`src/ppm_params.svh`:
```
// Constants and register map of the port pin function mux
`ifndef PPM_PARAMS_SVH
`define PPM_PARAMS_SVH
`define PPM_ADDR_W         12
`define PPM_OFF_FSEL1      12'h000
`define PPM_OFF_P5SEL      12'h004
`define PPM_OFF_P5DIR      12'h008
`define PPM_OFF_P7DIR      12'h00c
`define PPM_OFF_P7OUT      12'h010
`define PPM_OFF_GPIO_DIR   12'h014
`define PPM_OFF_GPIO_OUT   12'h018
`define PPM_OFF_PIN_IN     12'h01c
`define PPM_FSEL1_MASK     8'h9e
`define PPM_FSEL1_RESET    8'h00
`define PPM_BIT_P17        7
`define PPM_BIT_P14        4
`define PPM_BIT_P72        3
`define PPM_BIT_RSV2       2
`define PPM_BIT_P22        1
`define PPM_BIT_WAKE       0
`define PPM_BIT_P50        0
`define PPM_BIT_P76        6
`define PPM_BIT_P75        5
`define PPM_BIT_P74        4
`define PPM_GB_P17         0
`define PPM_GB_P14         1
`define PPM_GB_P22         2
`define PPM_REG_ZERO       8'h00
`define PPM_WORD_ZERO      32'h0000_0000
`define PPM_BIT_P72_GPIO   2
`define PPM_GPIO_RESET     3'h0
`define PPM_PIN6_RESET     6'h00
`define PPM_OE3_RESET      3'h7
`define PPM_FN3_RESET      3'h0
`define PPM_FN2_RESET      2'h0
`endif

```
`src/ppm_pkg.sv`:
```
// Types shared by the port pin function mux
package ppm_pkg;
   typedef logic [7:0] ppm_byte_t;
   typedef logic [2:0] ppm_gpio_t;
endpackage

```
`src/ppm_port_mux.sv`:
```
// Port pin function mux with APB register access
//
// The APB register port and the address map were chosen for this implementation.
`timescale 1ns/1ns
`include "ppm_params.svh"
module ppm_port_mux (
   // Clock and reset
   input  wire logic                   pclk,
   input  wire logic                   presetn,
   // APB slave
   input  wire logic                   psel,
   input  wire logic                   penable,
   input  wire logic                   pwrite,
   input  wire logic [`PPM_ADDR_W-1:0] paddr,
   input  wire logic [31:0]            pwdata,
   output logic      [31:0]            prdata,
   output logic                        pready,
   output logic                        pslverr,
   // Pin inputs
   input  wire logic                   p17_pin_i,
   input  wire logic                   p14_pin_i,
   input  wire logic                   p50_pin_i,
   input  wire logic                   p75_pin_i,
   input  wire logic                   p74_pin_i,
   // Pin outputs and active-low enables
   output logic                        p17_pin_o,
   output logic                        p17_pin_oe_n,
   output logic                        p14_pin_o,
   output logic                        p14_pin_oe_n,
   output logic                        p22_pin_o,
   output logic                        p22_pin_oe_n,
   output logic                        p72_pin_o,
   output logic                        p72_pin_oe_n,
   output logic                        p50_pin_o,
   output logic                        p50_pin_oe_n,
   output logic                        p76_pin_o,
   output logic                        p76_pin_oe_n,
   // Peripheral side
   input  wire logic                   serial1_txd,
   input  wire logic                   serial2_txd,
   input  wire logic                   timer8_out_en,
   input  wire logic                   timer8_output,
   output logic                        input_a,
   output logic                        input_b,
   output logic                        wakeup_input_0,
   output logic                        timer8_clock_input,
   output logic                        timer8_reset_input
);
   import ppm_pkg::*;

   ////////////////////////////////////////////////////////////////////////
   // Registers
   ppm_byte_t fsel_q;          // Port function select 1
   ppm_byte_t p5sel_q;         // Port 5 function select
   ppm_byte_t p5dir_q;         // Port 5 direction
   ppm_byte_t p7dir_q;         // Port 7 direction
   ppm_byte_t p7out_q;         // Port 7 output data
   ppm_gpio_t gdir_q;          // p17/p14/p22 direction
   ppm_gpio_t gout_q;          // p17/p14/p22 output data

   // Read data mux helper, used for every mapped read
   function automatic logic [31:0] ppm_word(input ppm_byte_t v);
      ppm_word = {24'h00_0000, v};
   endfunction

   ////////////////////////////////////////////////////////////////////////
   // Address decode
   wire acc      = psel & penable;
   wire wr       = acc & pwrite;
   wire hit_fsel = paddr == `PPM_OFF_FSEL1;
   wire hit_p5s  = paddr == `PPM_OFF_P5SEL;
   wire hit_p5d  = paddr == `PPM_OFF_P5DIR;
   wire hit_p7d  = paddr == `PPM_OFF_P7DIR;
   wire hit_p7o  = paddr == `PPM_OFF_P7OUT;
   wire hit_gd   = paddr == `PPM_OFF_GPIO_DIR;
   wire hit_go   = paddr == `PPM_OFF_GPIO_OUT;
   wire hit_pin  = paddr == `PPM_OFF_PIN_IN;
   wire hit_any  = hit_fsel | hit_p5s | hit_p5d | hit_p7d | hit_p7o | hit_gd | hit_go | hit_pin;

   // Live pin levels for readback
   wire [7:0] pin_lvl = {p17_pin_i, p14_pin_i, p50_pin_i, p75_pin_i, p74_pin_i, 3'h0};

   // Read data selection; reserved bits other than bit 2 are masked at write so read as zero
   logic [31:0] rd_sel;
   always_comb begin
      if (hit_fsel)     rd_sel = ppm_word(fsel_q);
      else if (hit_p5s) rd_sel = ppm_word(p5sel_q);
      else if (hit_p5d) rd_sel = ppm_word(p5dir_q);
      else if (hit_p7d) rd_sel = ppm_word(p7dir_q);
      else if (hit_p7o) rd_sel = ppm_word(p7out_q);
      else if (hit_gd)  rd_sel = ppm_word({5'h00, gdir_q});
      else if (hit_go)  rd_sel = ppm_word({5'h00, gout_q});
      else if (hit_pin) rd_sel = ppm_word(pin_lvl);
      else              rd_sel = `PPM_WORD_ZERO;
   end

   ////////////////////////////////////////////////////////////////////////
   // Register writes; bit 2 is stored as written, software keeps it 0
   always_ff @(posedge pclk or negedge presetn) begin
      if (!presetn) begin
         fsel_q  <= `PPM_FSEL1_RESET;
         p5sel_q <= `PPM_REG_ZERO;
         p5dir_q <= `PPM_REG_ZERO;
         p7dir_q <= `PPM_REG_ZERO;
         p7out_q <= `PPM_REG_ZERO;
         gdir_q  <= `PPM_GPIO_RESET;
         gout_q  <= `PPM_GPIO_RESET;
      end else if (wr) begin
         if (hit_fsel) fsel_q  <= pwdata[7:0] & `PPM_FSEL1_MASK;
         if (hit_p5s)  p5sel_q <= pwdata[7:0];
         if (hit_p5d)  p5dir_q <= pwdata[7:0];
         if (hit_p7d)  p7dir_q <= pwdata[7:0];
         if (hit_p7o)  p7out_q <= pwdata[7:0];
         if (hit_gd)   gdir_q  <= pwdata[2:0];
         if (hit_go)   gout_q  <= pwdata[2:0];
      end
   end

   // APB answer: one wait state, ready in the access cycle's next edge
   always_ff @(posedge pclk or negedge presetn) begin
      if (!presetn) begin
         pready  <= 1'b0;
         pslverr <= 1'b0;
         prdata  <= `PPM_WORD_ZERO;
      end else begin
         pready  <= acc & ~pready;
         pslverr <= acc & ~pready & ~hit_any;
         prdata  <= (acc & ~pready & ~pwrite) ? rd_sel : `PPM_WORD_ZERO;
      end
   end

   ////////////////////////////////////////////////////////////////////////
   // Pin selection
   wire s17 = fsel_q[`PPM_BIT_P17];
   wire s14 = fsel_q[`PPM_BIT_P14];
   wire s72 = fsel_q[`PPM_BIT_P72];
   wire s22 = fsel_q[`PPM_BIT_P22];
   wire swk = p5sel_q[`PPM_BIT_WAKE];
   wire s76 = timer8_out_en;

   // Combinational drives, registered below
   logic o17, e17, o14, e14, o22, e22, o72, e72, o50, e50, o76, e76;

   // Inputs functions have no output: enable held off
   ppm_pin_cell u_p17 (.sel_periph(s17), .periph_drive(1'b0), .periph_out(1'b0),
      .gpio_dir(gdir_q[`PPM_GB_P17]), .gpio_out(gout_q[`PPM_GB_P17]), .pin_out(o17), .pin_oe_n(e17));
   ppm_pin_cell u_p14 (.sel_periph(s14), .periph_drive(1'b0), .periph_out(1'b0),
      .gpio_dir(gdir_q[`PPM_GB_P14]), .gpio_out(gout_q[`PPM_GB_P14]), .pin_out(o14), .pin_oe_n(e14));
   ppm_pin_cell u_p22 (.sel_periph(s22), .periph_drive(1'b1), .periph_out(serial1_txd),
      .gpio_dir(gdir_q[`PPM_GB_P22]), .gpio_out(gout_q[`PPM_GB_P22]), .pin_out(o22), .pin_oe_n(e22));
   ppm_pin_cell u_p72 (.sel_periph(s72), .periph_drive(1'b1), .periph_out(serial2_txd),
      .gpio_dir(p7dir_q[`PPM_BIT_P72_GPIO]), .gpio_out(p7out_q[`PPM_BIT_P72_GPIO]),
      .pin_out(o72), .pin_oe_n(e72));
   ppm_pin_cell u_p50 (.sel_periph(swk), .periph_drive(1'b0), .periph_out(1'b0),
      .gpio_dir(p5dir_q[`PPM_BIT_P50]), .gpio_out(1'b0), .pin_out(o50), .pin_oe_n(e50));
   ppm_pin_cell u_p76 (.sel_periph(s76), .periph_drive(1'b1), .periph_out(timer8_output),
      .gpio_dir(p7dir_q[`PPM_BIT_P76]), .gpio_out(p7out_q[`PPM_BIT_P76]), .pin_out(o76), .pin_oe_n(e76));

   // Register every pin and peripheral output
   always_ff @(posedge pclk or negedge presetn) begin
      if (!presetn) begin
         {p17_pin_o, p14_pin_o, p22_pin_o, p72_pin_o, p50_pin_o, p76_pin_o} <= `PPM_PIN6_RESET;
         {p17_pin_oe_n, p14_pin_oe_n, p22_pin_oe_n} <= `PPM_OE3_RESET;
         {p72_pin_oe_n, p50_pin_oe_n, p76_pin_oe_n} <= `PPM_OE3_RESET;
         {input_a, input_b, wakeup_input_0} <= `PPM_FN3_RESET;
         {timer8_clock_input, timer8_reset_input} <= `PPM_FN2_RESET;
      end else begin
         {p17_pin_o, p14_pin_o, p22_pin_o, p72_pin_o, p50_pin_o, p76_pin_o} <= {o17, o14, o22, o72, o50, o76};
         {p17_pin_oe_n, p14_pin_oe_n, p22_pin_oe_n} <= {e17, e14, e22};
         {p72_pin_oe_n, p50_pin_oe_n, p76_pin_oe_n} <= {e72, e50, e76};
         input_a            <= s17 & p17_pin_i;
         input_b            <= s14 & p14_pin_i;
         wakeup_input_0     <= swk & p50_pin_i;
         timer8_clock_input <= p75_pin_i;
         timer8_reset_input <= p74_pin_i;
      end
   end
endmodule

```
`src/ppm_pin_cell.sv`:
```
// One shared pin: picks between GPIO and a peripheral output
`timescale 1ns/1ns
module ppm_pin_cell (
   // Selection
   input  wire logic sel_periph,
   input  wire logic periph_drive,
   input  wire logic periph_out,
   // General I/O setting
   input  wire logic gpio_dir,
   input  wire logic gpio_out,
   // Resulting pin drive
   output logic      pin_out,
   output logic      pin_oe_n
);
   // Peripheral owns the pin when selected; else direction/data bits
   assign pin_out  = sel_periph ? periph_out : gpio_out;
   assign pin_oe_n = sel_periph ? ~periph_drive : ~gpio_dir;
endmodule

```
`config.mk`:
```
export PLATFORM = sky130hd
export DESIGN_NAME = ppm_port_mux
export DESIGN_NICKNAME = d
export VERILOG_FILES = /design/src/ppm_pkg.sv /design/src/ppm_port_mux.sv /design/src/ppm_pin_cell.sv
export VERILOG_INCLUDE_DIRS = /design/src
export SDC_FILE = /design/constraint.sdc
export NUM_CORES = 1
export LEC_CHECK = 0
export BUFFER_PORTS_ARGS = -buffer_cell sky130_fd_sc_hd__buf_2
export CAP_MARGIN = 20
export CELL_PAD_IN_SITES_DETAIL_PLACEMENT = 2
export CELL_PAD_IN_SITES_GLOBAL_PLACEMENT = 2
export CORE_MARGIN = 2
export CORE_UTILIZATION = 30
export CTS_CLUSTER_DIAMETER = 200
export DETAILED_ROUTE_END_ITERATION = 10
export GPL_TIMING_DRIVEN = 0
export PLACE_DENSITY_LB_ADDON = 0.1
export SETUP_SLACK_MARGIN = 0.15
export SYNTH_ARGS = -nofsm -noshare
export SYNTH_HDL_FRONTEND = slang
export SYNTH_SLANG_ARGS = --single-unit
```
`constraint.sdc`:
```
create_clock -name pclk -period 1.5 [get_ports pclk]
set_input_delay 0.375 -clock pclk [delete_from_list [all_inputs] [get_ports pclk]]
set_output_delay 0.375 -clock pclk [all_outputs]
set_load 0.01 [all_outputs]
```
======== After elaboration in Yosys (flattened, before gate mapping) ========
Index checks and enable logic that the tools add are counted.
storage, ports and cells
  input bits .............................. 58
  bits in registers ....................... 93
  word-level logic and storage cells ...... 85
  output and inout bits ................... 51
cells by class
  reductions and logical operators ........ 8
  bitwise operators ....................... 24
  muxes and demuxes ....................... 20
  equality and inequality tests ........... 7
operators with widths
  cell                                            count
  two-way mux 32 bit                              3
  == test 12 x 5 -> 1 bit, second input constant  4
  two-way mux 8 bit                               6
  == test 12 x 4 -> 1 bit, second input constant  2
  AND reduction 2 bit                             7
  == test 12 x 3 -> 1 bit, second input constant  1
  logical NOT 12 bit                              1
  two-way mux 1 bit                               11
  inverter 1 bit                                  9
  AND 1 bit                                       8
  bitwise OR 1 bit                                7

======== Longest topological paths before layout ========
Gate-level depths: netlist of run 1.
  word-level depth ........................ 10
  gate-level depth with buffers ........... 6
  mapped depth without buffers ............ 4

======== Cells and area by module ========
Synthesis of run 1 repeated with hierarchy kept, for this count alone.
second synthesis, totals
  cell total of the unflattened synthesis .. 285
  area, all modules ....................... 3368.2 µm²
by module, submodules not included
  module        cells each  times used  seq. area each (µm²)  area an instance (µm²)
  ppm_port_mux  273         1           1759.2                3218.1
  ppm_pin_cell  2           6           0.0                   25.0

======== Worst setup path after synthesis of run 1 ========
OpenSTA, ideal clock, no wires.
  path kind ............................... input to register
  start point ............................. in paddr[9]
  end point ............................... reg p7out_q[0]
  data required time ...................... 1.375 ns
  setup slack ............................. -0.435 ns
  path buffers ............................ 1
  library setup time ...................... 0.125 ns
  data arrival time ....................... 1.810 ns
  cell stages on the path ................. 5
  cell sequence ........................... nor4_4 > nand4_2 > or3b_1 > buf_6 > mux2_4
between the ends
  word-level cells in the longest chain between the ends .. 2
RTL lines
  what                               RTL line             text
  start: declaration                 ppm_port_mux.sv:14   input wire logic [`PPM_ADDR_W-1:0] paddr,
  == test 12 x 5 -> 1 bit (no line)  --
  AND reduction 2 bit (no line)      --
  end signal: assignment             ppm_port_mux.sv:105  p7out_q <= `PPM_REG_ZERO;
  end signal: assignment             ppm_port_mux.sv:113  if (hit_p7o) p7out_q <= pwdata[7:0];
  end: declaration                   ppm_port_mux.sv:57   ppm_byte_t p7out_q;
No other way between the ends.
A chain may end at the register's enable or synchronous reset.

======== Worst setup path after layout of run 1 ========
  start point ............................. in paddr[9]
  end point ............................... reg p7out_q[5]
The elaborated chain is that of the path after synthesis.

==> run summary, run 1 <==
Static Leak: 2.23 nW
Full die area: 0.0114 mm2
Fillcell total: 1,038
Inst Count DP: 464
CP Max Fanout: 8
Sequential share of power: 52.5%
Critical Path End Type: register
Mapped cell area: 0.00315 mm2
# port buffers: 57
Netlist cell types: 38
Critical path endpoint: p7out_q[5]
Core Box Area: 0.0103 mm2
P&R area growth vs syn: 45.4%
HPWL after DPL: 6.07 mm
Bufs on Longest Clock Path: 2
Via density: 4.69
Initial antenna violation count: 0
#FFs+latches synth: 69
Slew @ Worst Pin: 897 ps
WS Path Type: input pin to register
Worst R2R Path Depth: 4
Die height: 107 um
Non-Filler Instances: 503
R2r setup slk: 70 ps
Critical path origin: paddr[9]
Period utilization: 112%
H-tree depth: 3
Maximum vdd drop: 0.000409 V
Diode count: 0
Post-synth EDFFs: 0
Clock latency on the worst-skew pair: 350 ps
Slew headroom: 40.2%
Combinational fraction of design power: 10.0%
Register area: 0.00173 mm2
Number of setup violations in the final report: 46
Async set-reset flop share out of synthesis: 100%
CTS Buf Count: 9
DRC: 0
Slowest cell on the critical path: or3b_1
Placement Setup Slack: -1160 ps
WP depth: 7
HP Class: input pin to asynchronous set/reset pin
Detailed-route via count: 2,359
Synthesized area per cell: 12.8 um2
P per Cell Area: 779 mW/mm2
Largest net degree at the start of global routing: 70
Final #Nets: 420
Share of cells above drive strength 1: 59.1%
TritonCTS clock tree: yes
Synth Instances: 247
Drt pass-1 iters: 5
Critical Path RT: 1730 ps
R2R Path Start: pready
Initial core utilization: 30.7%
First DRT Iteration DRCs: 55
Most frequent cells in the layout: 63 x dfrtp_1, 48 x buf_2, 40 x mux2_4
Crit path top cell by count: buf_6
Worst setup margin: -184 ps
Wirelength, routed: 9.92 mm
Final Hold Fails: 0
Startpoint Class: input pin
Vias in the first global route: 2,680
Max incr delay on CP: 400 ps
Pint: 0.00260 W
RSZ-0062 raised after global routing: true
Io pins: 109
Failing checks: setup timing
Run status: finished with violations
Row Count: 37
Clock skew: 9.14 ps
Largest delay share family, worst path: simple AND/OR/NAND/NOR gates
# Max-Cap Violations: 0
Max Fclk: 594 MHz
Share of power burned in the clock network: 37.5%
Fin crit period: 1680 ps
Post-synthesis sequential area ratio: 55.0%
P_sw: 0.000977 W
CTS clk-pin slew, worst paths: 80 ps
Synth Flop Type: dfrtp_1
Clock Sinks: 69
Post-route ant nets: 0
Area of the multi-input gates: 0.00168 mm2
RR Endpoint: prdata[6]
CP Data Arrival Time: 1920 ps
Yosys warning count: 0
Switch share: 27.3%
Leading cell type in the layout, fill and taps excluded: dfrtp_1
CP bufs+invs: 3
GRT overflow: 0
Slew Limit Fails: 0
Cells along the critical path: buf_6 > nor4_4 > buf_4 > nand4_4 > or3b_1 > buf_6 > mux2_4
Gp weighted congestion: 0.736
Die X: 107 um
Gr usage total: 18.8%
First-pass GRT wire length: 15.9 mm
CTS root buffer: clkbuf_8
Wirelength per Cell: 19.7 um
[synthesized netlist by cell type (6+ instances only)]
cell      number  share of area [%]
nand2b_1       6                1.2
clkbuf_1       6               0.71
buf_4         25                6.0
mux2_2        39                 14
nand2_1        7               0.83
nor2_1        18                2.1
dfstp_2        6                5.0
mux2_4         8                3.8
dfrtp_1       63                 50
a21oi_1        7                1.1
mux2i_1        7                2.2
[worst min path at each step]
stage	end	slack, ps	startpoint	depth (start not counted)
detailed placement	p72_pin_oe_n	400	p7dir_q[2]	1
floorplan	fsel_q[1]	80	presetn	0
global placement	p76_pin_oe_n	400	p7dir_q[6]	1
finish	p76_pin_o	130	presetn	1
global route	timer8_reset_input	140	p74_pin_i	1
CTS	timer8_reset_input	140	p74_pin_i	1
[final cells by class]
type	count	share of cell area [%]
sequential	69	37.8
multi-input combinational	168	36.6
timing repair buffer	80	12.5
buffer	34	5.70
tap	136	3.71
clock buffer	9	2.70
clock inverter	7	0.927
[layer usage]
layer	vias to the layer above	routed length [um]	track usage [%]
met5	-	0	0
met4	0	157	6.96
met3	13	471	4.66
met2	69	4910	31.0
met1	1218	4380	23.8
li1	1059	-	-
[repair_timing]
item / 4_1_cts / 5_1_grt
gates resized for setup: 93 / 10
pin swaps: 11 / 4
hold buffers: 0 / 0
setup buffers: 20 / 3
setup endpoints to repair: 57 / 58
cloned: 0 / 0
[state kept, by name, summed over array words and instances, names as in the netlist, 3 cells and up]
name,flops
p5dir_q,8
p5sel_q,8
p7dir_q,8
p7out_q,8
prdata,8
fsel_q,5
gdir_q,3
gout_q,3
[stage by stage]
stage               hold slack (ps)  area [um2]  total power [W]  utilization (%)  setup TNS (ps)
floorplan                      79.4        3290          0.00207                -          -13870
global placement                403        3750          0.00221             36.5          -60220
global route                    139        4590          0.00376             44.6           -7240
CTS                             136        4510          0.00361             43.9           -2730
finish                          133        4590          0.00357             44.6           -6000
detailed placement              404        3750          0.00221             36.5          -41310
[logic make-up (layout without fill, tap and decap cells)]
kind of cell | count (synthesis) | count (layout) | synth area share, %
flops | 69 | 69 | 55.0
simple gates | 64 | 64 | 11.9
mux | 54 | 54 | 20.0
buf+inv | 34 | 130 | 7.30
compound gates | 25 | 25 | 5.75
other cells | 1 | 25 | 0.119
[power by group through the flow]
stage          clock network (W)  logic, W  registers [W]
3_3_place_gp                   0  0.000297        0.00191
6_report                 0.00134  0.000357        0.00188
2_1_floorplan                  0  0.000156        0.00192
5_1_grt                  0.00149  0.000395        0.00188
4_1_cts                  0.00138  0.000348        0.00188
3_5_place_dp                   0  0.000302        0.00191
Power figures use the tool's default switching activity.
==> run 2, diff against run 1 <==
--- a/config.mk
+++ b/config.mk
@@ -7,7 +7,7 @@
 export NUM_CORES = 1
 export LEC_CHECK = 0
 export BUFFER_PORTS_ARGS = -buffer_cell sky130_fd_sc_hd__buf_2
-export CAP_MARGIN = 20
+export CAP_MARGIN = 10
 export CELL_PAD_IN_SITES_DETAIL_PLACEMENT = 2
 export CELL_PAD_IN_SITES_GLOBAL_PLACEMENT = 2
 export CORE_MARGIN = 2
@@ -16,7 +16,7 @@
 export DETAILED_ROUTE_END_ITERATION = 10
 export GPL_TIMING_DRIVEN = 0
 export PLACE_DENSITY_LB_ADDON = 0.1
-export SETUP_SLACK_MARGIN = 0.15
+export SETUP_SLACK_MARGIN = 0.4
 export SYNTH_ARGS = -nofsm -noshare
 export SYNTH_HDL_FRONTEND = slang
 export SYNTH_SLANG_ARGS = --single-unit
==> run summary, run 2 (same netlist as run 1, synthesis figures left out) <==
Post-route ant nets: 0 (unchanged)
Via density: 4.74 (was 4.69)
CP Max Fanout: 5 (was 8)
First DRT Iteration DRCs: 56 (was 55)
# Max-Cap Violations: 0 (unchanged)
GRT overflow: 0 (unchanged)
Max Fclk: 580 MHz (was 594 MHz)
Slew Limit Fails: 0 (unchanged)
Fin crit period: 1730 ps (was 1680 ps)
Startpoint Class: input pin (unchanged)
Combinational fraction of design power: 9.3% (was 10.0%)
Final #Nets: 419 (was 420)
Share of power burned in the clock network: 43.1% (was 37.5%)
Period utilization: 115% (was 112%)
Most frequent cells in the layout: 63 x dfrtp_1, 46 x buf_2, 41 x mux2_4 (was 63 x dfrtp_1, 48 x buf_2, 40 x mux2_4)
Core Box Area: 0.0103 mm2 (unchanged)
Hold buffer count at cts: 0 (unchanged)
Pint: 0.00296 W (was 0.00260 W)
Detailed-route via count: 2,377 (was 2,359)
Run status: finished with violations (unchanged)
Io pins: 109 (unchanged)
H-tree depth: 3 (unchanged)
TritonCTS clock tree: yes (unchanged)
CTS clk-pin slew, worst paths: 80 ps (about the same)
Number of setup violations in the final report: 44 (was 46)
Leading cell type in the layout, fill and taps excluded: dfrtp_1 (unchanged)
Final Power: 0.00394 W (was 0.00357 W)
Gp weighted congestion: 0.731 (was 0.736)
Worst setup margin: -225 ps (was -184 ps)
Die X: 107 um (unchanged)
Die height: 107 um (unchanged)
P_sw: 0.000975 W (was 0.000977 W)
Gr usage total: 18.2% (was 18.8%)
Bufs on Longest Clock Path: 2 (unchanged)
RSZ-0062 raised after global routing: true (unchanged)
Diode count: 0 (unchanged)
Initial core utilization: 30.7% (unchanged)
# port buffers: 57 (unchanged)
CP Data Arrival Time: 1970 ps (was 1920 ps)
Failing checks: setup timing (unchanged)
P per Cell Area: 846 mW/mm2 (was 779 mW/mm2)
HP Class: input pin to asynchronous set/reset pin (unchanged)
Static Leak: 2.28 nW (was 2.23 nW)
Initial antenna violation count: 0 (unchanged)
HPWL after DPL: 6.18 mm (was 6.07 mm)
Wirelength, routed: 9.76 mm (was 9.92 mm)
Slew @ Worst Pin: 886 ps (was 897 ps)
Critical Path RT: 1740 ps (was 1730 ps)
Final Hold Fails: 0 (unchanged)
Clock skew: 9.18 ps (was 9.14 ps)
WS Path Type: input pin to register (unchanged)
CTS Buf Count: 9 (unchanged)
Wirelength per Cell: 19.4 um (was 19.7 um)
Maximum vdd drop: 0.000524 V (was 0.000409 V)
DRC: 0 (unchanged)
Largest net degree at the start of global routing: 70 (unchanged)
Non-Filler Instances: 502 (was 503)
P&R area growth vs syn: 47.7% (was 45.4%)
Inst Count DP: 464 (unchanged)
Full die area: 0.0114 mm2 (unchanged)
Share of cells above drive strength 1: 57.4% (was 59.1%)
CTS root buffer: clkbuf_8 (unchanged)
Drt pass-1 iters: 4 (was 5)
Fillcell total: 1,044 (was 1,038)
First-pass GRT wire length: 15.2 mm (was 15.9 mm)
Row Count: 37 (unchanged)
Critical Path End Type: register (unchanged)
Switch share: 24.8% (was 27.3%)
Clock latency on the worst-skew pair: 360 ps (was 350 ps)
Vias in the first global route: 2,671 (was 2,680)
Clock Sinks: 69 (unchanged)
Sequential share of power: 47.6% (was 52.5%)
Slew headroom: 41.0% (was 40.2%)
==> run 2: cell types whose count changed in the layout (fill, tap and decap cells not counted), sizes merged <==
cell and change:
bufinv +2, clkbuf +2, clkinv -2, clkinvlp -2, buf -1
==> run 2: power groups by stage <==
stage          Combinational, W  Sequential (W)  Clock, W
2_1_floorplan          0.000168         0.00192         0
3_3_place_gp           0.000312         0.00191         0
3_5_place_dp           0.000317         0.00191         0
4_1_cts                0.000357         0.00188   0.00172
5_1_grt                0.000400         0.00188   0.00181
6_report               0.000365         0.00188   0.00170
==> run 2: metrics by stage <==
step / TNS (ps) / cell area (um2) / setup WS, ps / hold slack (ps) / utilization [%]
2_1_floorplan: -13820 / 3340 / -419 / 79.4 / -
5_1_grt: -8750 / 4660 / -291 / 133 / 45.3
6_report: -6410 / 4660 / -225 / 124 / 45.3
4_1_cts: -4200 / 4570 / -187 / 130 / 44.5
3_5_place_dp: -40840 / 3800 / -1120 / 403 / 37.0
3_3_place_gp: -62310 / 3800 / -1060 / 405 / 36.9
==> run 2: worst max-delay path, cell delays in order <==
cell	delay, ps
buf_6	100
nor4_4	240
buf_4	160
nand4_4	170
buf_4	200
nor3b_4	220
buf_6	180
mux2_4	310
==> run 2: path summary, 6_finish.rpt <==
check	slack (ps)	depth (start not counted)	from	end
setup / recovery	-230	8	paddr[9]	p5dir_q[4]
hold / removal	120	1	presetn	p76_pin_o
setup reg to reg	120	3	pready	prdata[5]
hold reg to reg	440	1	p7dir_q[6]	p76_pin_oe_n
max in group asynchronous	780	1	presetn	p5sel_q[2]
min in group pclk	140	2	timer8_out_en	p76_pin_oe_n
==> run 2: repair_timing <==
action	in CTS	in global routing
buffers inserted	19	3
pin swaps	11	5
endpoints found under the hold margin	0	0
gates resized for setup	82	15
setup endpoints to repair	77	78
==> run 2: cell type report <==
type	count	area, um2	share of cell area [%]
flip-flops and latches	69	1730	37.2
multi-input cells	168	1640	35.3
plain buffers	34	303	6.50
repair buffers	79	593	12.7
clock inverters	5	85.1	1.83
clock buffers	11	131	2.82
well taps	136	170	3.65
==> run 2: metal layers <==
metal	routed length [um]	up-vias	track usage, %	part of all wire [%]
met5	0	-	0	0
met4	172	0	6.12	1.8
met3	475	12	4.66	4.9
met2	4930	78	31.1	50
met1	4190	1234	22.3	43
li1	-	1053	-	-
==> run 3, diff against run 2 <==
--- a/config.mk
+++ b/config.mk
@@ -15,7 +15,7 @@
 export CTS_CLUSTER_DIAMETER = 200
 export DETAILED_ROUTE_END_ITERATION = 10
 export GPL_TIMING_DRIVEN = 0
-export PLACE_DENSITY_LB_ADDON = 0.1
+export PLACE_DENSITY = 0.74
 export SETUP_SLACK_MARGIN = 0.4
 export SYNTH_ARGS = -nofsm -noshare
 export SYNTH_HDL_FRONTEND = slang
==> run summary, run 3 (same netlist as run 1, synthesis figures left out) <==
Run status: finished with violations (unchanged)
Failing checks: setup timing (unchanged)
# Max-Cap Violations: 0 (unchanged)
Final Hold Fails: 0 (unchanged)
Row Count: 37 (unchanged)
Drt pass-1 iters: 4 (unchanged)
Fin crit period: 1710 ps (was 1730 ps)
Slew headroom: 40.2% (was 41.0%)
CTS clk-pin slew, worst paths: 80 ps (about the same)
# port buffers: 57 (unchanged)
Inst Count DP: 464 (unchanged)
Placement Setup Slack: -1070 ps (was -1120 ps)
Die X: 107 um (unchanged)
Number of setup violations in the final report: 51 (was 44)
Largest net degree at the start of global routing: 70 (unchanged)
HPWL after DPL: 6.22 mm (was 6.18 mm)
Initial core utilization: 30.7% (unchanged)
Critical Path End Type: register (unchanged)
Io pins: 109 (unchanged)
Initial antenna violation count: 0 (unchanged)
Slew @ Worst Pin: 896 ps (was 886 ps)
Max Fclk: 583 MHz (was 580 MHz)
Leading cell type in the layout, fill and taps excluded: dfrtp_1 (unchanged)
CTS Buf Count: 9 (unchanged)
P&R area growth vs syn: 45.8% (was 47.7%)
Final Cell Area: 0.00460 mm2 (was 0.00466 mm2)
Startpoint Class: input pin (unchanged)
Clock skew: 13.2 ps (was 9.18 ps)
Non-Filler Instances: 504 (was 502)
Die height: 107 um (unchanged)
RSZ-0062 raised after global routing: true (unchanged)
Full die area: 0.0114 mm2 (unchanged)
Worst setup margin: -214 ps (was -225 ps)
CTS root buffer: clkbuf_8 (unchanged)
WS Path Type: input pin to register (unchanged)
Bufs on Longest Clock Path: 2 (unchanged)
Clock Sinks: 69 (unchanged)
HP Class: input pin to asynchronous set/reset pin (unchanged)
Share of cells above drive strength 1: 57.9% (was 57.4%)
Final setup TNS: -7960 ps (was -6410 ps)
CP Data Arrival Time: 1940 ps (was 1970 ps)
DRC: 0 (unchanged)
Wirelength per Cell: 20.8 um (was 19.4 um)
Slowest cell on the critical path: mux2_4 (unchanged)
H-tree depth: 3 (unchanged)
Gp weighted congestion: 0.756 (was 0.731)
Vias in the first global route: 2,792 (was 2,671)
CP Max Fanout: 5 (unchanged)
TritonCTS clock tree: yes (unchanged)
Max incr delay on CP: 300 ps (was 310 ps)
Maximum vdd drop: 0.000417 V (was 0.000524 V)
Core Box Area: 0.0103 mm2 (unchanged)
Diode count: 0 (unchanged)
Clock latency on the worst-skew pair: 350 ps (was 360 ps)
P per Cell Area: 823 mW/mm2 (was 846 mW/mm2)
GRT overflow: 0 (unchanged)
Final core utilization: 44.8% (was 45.3%)
First DRT Iteration DRCs: 48 (was 56)
Cells along the critical path: buf_6 > nor4_4 > buf_4 > nand4_4 > buf_6 > nor3b_4 > buf_6 > mux2_4 (was buf_6 > nor4_4 > buf_4 > nand4_4 > buf_4 > nor3b_4 > buf_6 > mux2_4)
First-pass GRT wire length: 15.9 mm (was 15.2 mm)
Cell area after placement: 0.00380 mm2 (unchanged)
Most frequent cells in the layout: 63 x dfrtp_1, 47 x buf_2, 34 x buf_4 (was 63 x dfrtp_1, 46 x buf_2, 41 x mux2_4)
Gr usage total: 18.8% (was 18.2%)
Final #Nets: 421 (was 419)
Detailed-route via count: 2,387 (was 2,377)
Crit path top cell by count: buf_6
Critical Path RT: 1730 ps (was 1740 ps)
Worst R2R Path Depth: 6 (was 3)
Period utilization: 114% (was 115%)
Slew Limit Fails: 0 (unchanged)
Wirelength, routed: 10.5 mm (was 9.76 mm)
Post-route ant nets: 0 (unchanged)
Static Leak: 2.26 nW (was 2.28 nW)
Via density: 4.74 (about the same)
[run 3: layer usage]
layer / global-route usage, % / wire, um / vias to the layer above / part of all wire, %
met5: 0 / 0 / - / 0
met3: 3.99 / 477 / 11 / 4.6
met2: 34.6 / 5570 / 71 / 53
met1: 21.9 / 4270 / 1239 / 41
met4: 5.57 / 153 / 0 / 1.5
li1: - / - / 1066 / -
[run 3: where the power goes]
part           internal [W]  switching (W)  leakage (nW)
Clock              0.000810       0.000729        0.0964
Combinational      0.000149       0.000222          1.23
Sequential          0.00187     0.00000481         0.936
Total               0.00283       0.000955          2.26
[run 3: final timing paths]
kind | start | end | slack, ps
min in group pclk | timer8_out_en | p76_pin_oe_n | 150
hold reg to reg | p7dir_q[2] | p72_pin_oe_n | 420
hold / removal | presetn | p76_pin_o | 150
setup / recovery | paddr[8] | p5dir_q[4] | -210
max in group asynchronous | presetn | gdir_q[1] | 760
setup reg to reg | pready | prdata[1] | 70
[run 3: through the flow]
| step | hold WS, ps | total power [W] |
|---|---|---|
| 2_1_floorplan | 79.4 | 0.00208 |
| 3_3_place_gp | 399 | 0.00222 |
| 3_5_place_dp | 405 | 0.00223 |
| 4_1_cts | 139 | 0.00380 |
| 5_1_grt | 150 | 0.00390 |
| 6_report | 151 | 0.00379 |
[run 3: what timing repair did]
action / CTS / global route
cloned: 0 / 0
pin swaps: 11 / 7
hold buffers: 0 / 0
buffers inserted: 20 / 4
gates resized for setup: 59 / 23
setup endpoints to repair: 77 / 78
[run 3: worst max-delay path: cells and delay by family]
kind	cells	cell delay (ps)
buffers and inverters	4	620
multiplexers	1	300
AND/OR/NAND/NOR	3	640
[run 3: final cells by class]
cell class	instances	area (um2)
clock buffer	12	145
sequential	69	1730
buffer	34	309
multi-input combinational	168	1580
clock inverter	4	47.5
fill	1054	5680
timing repair buffer	81	609
tap	136	170
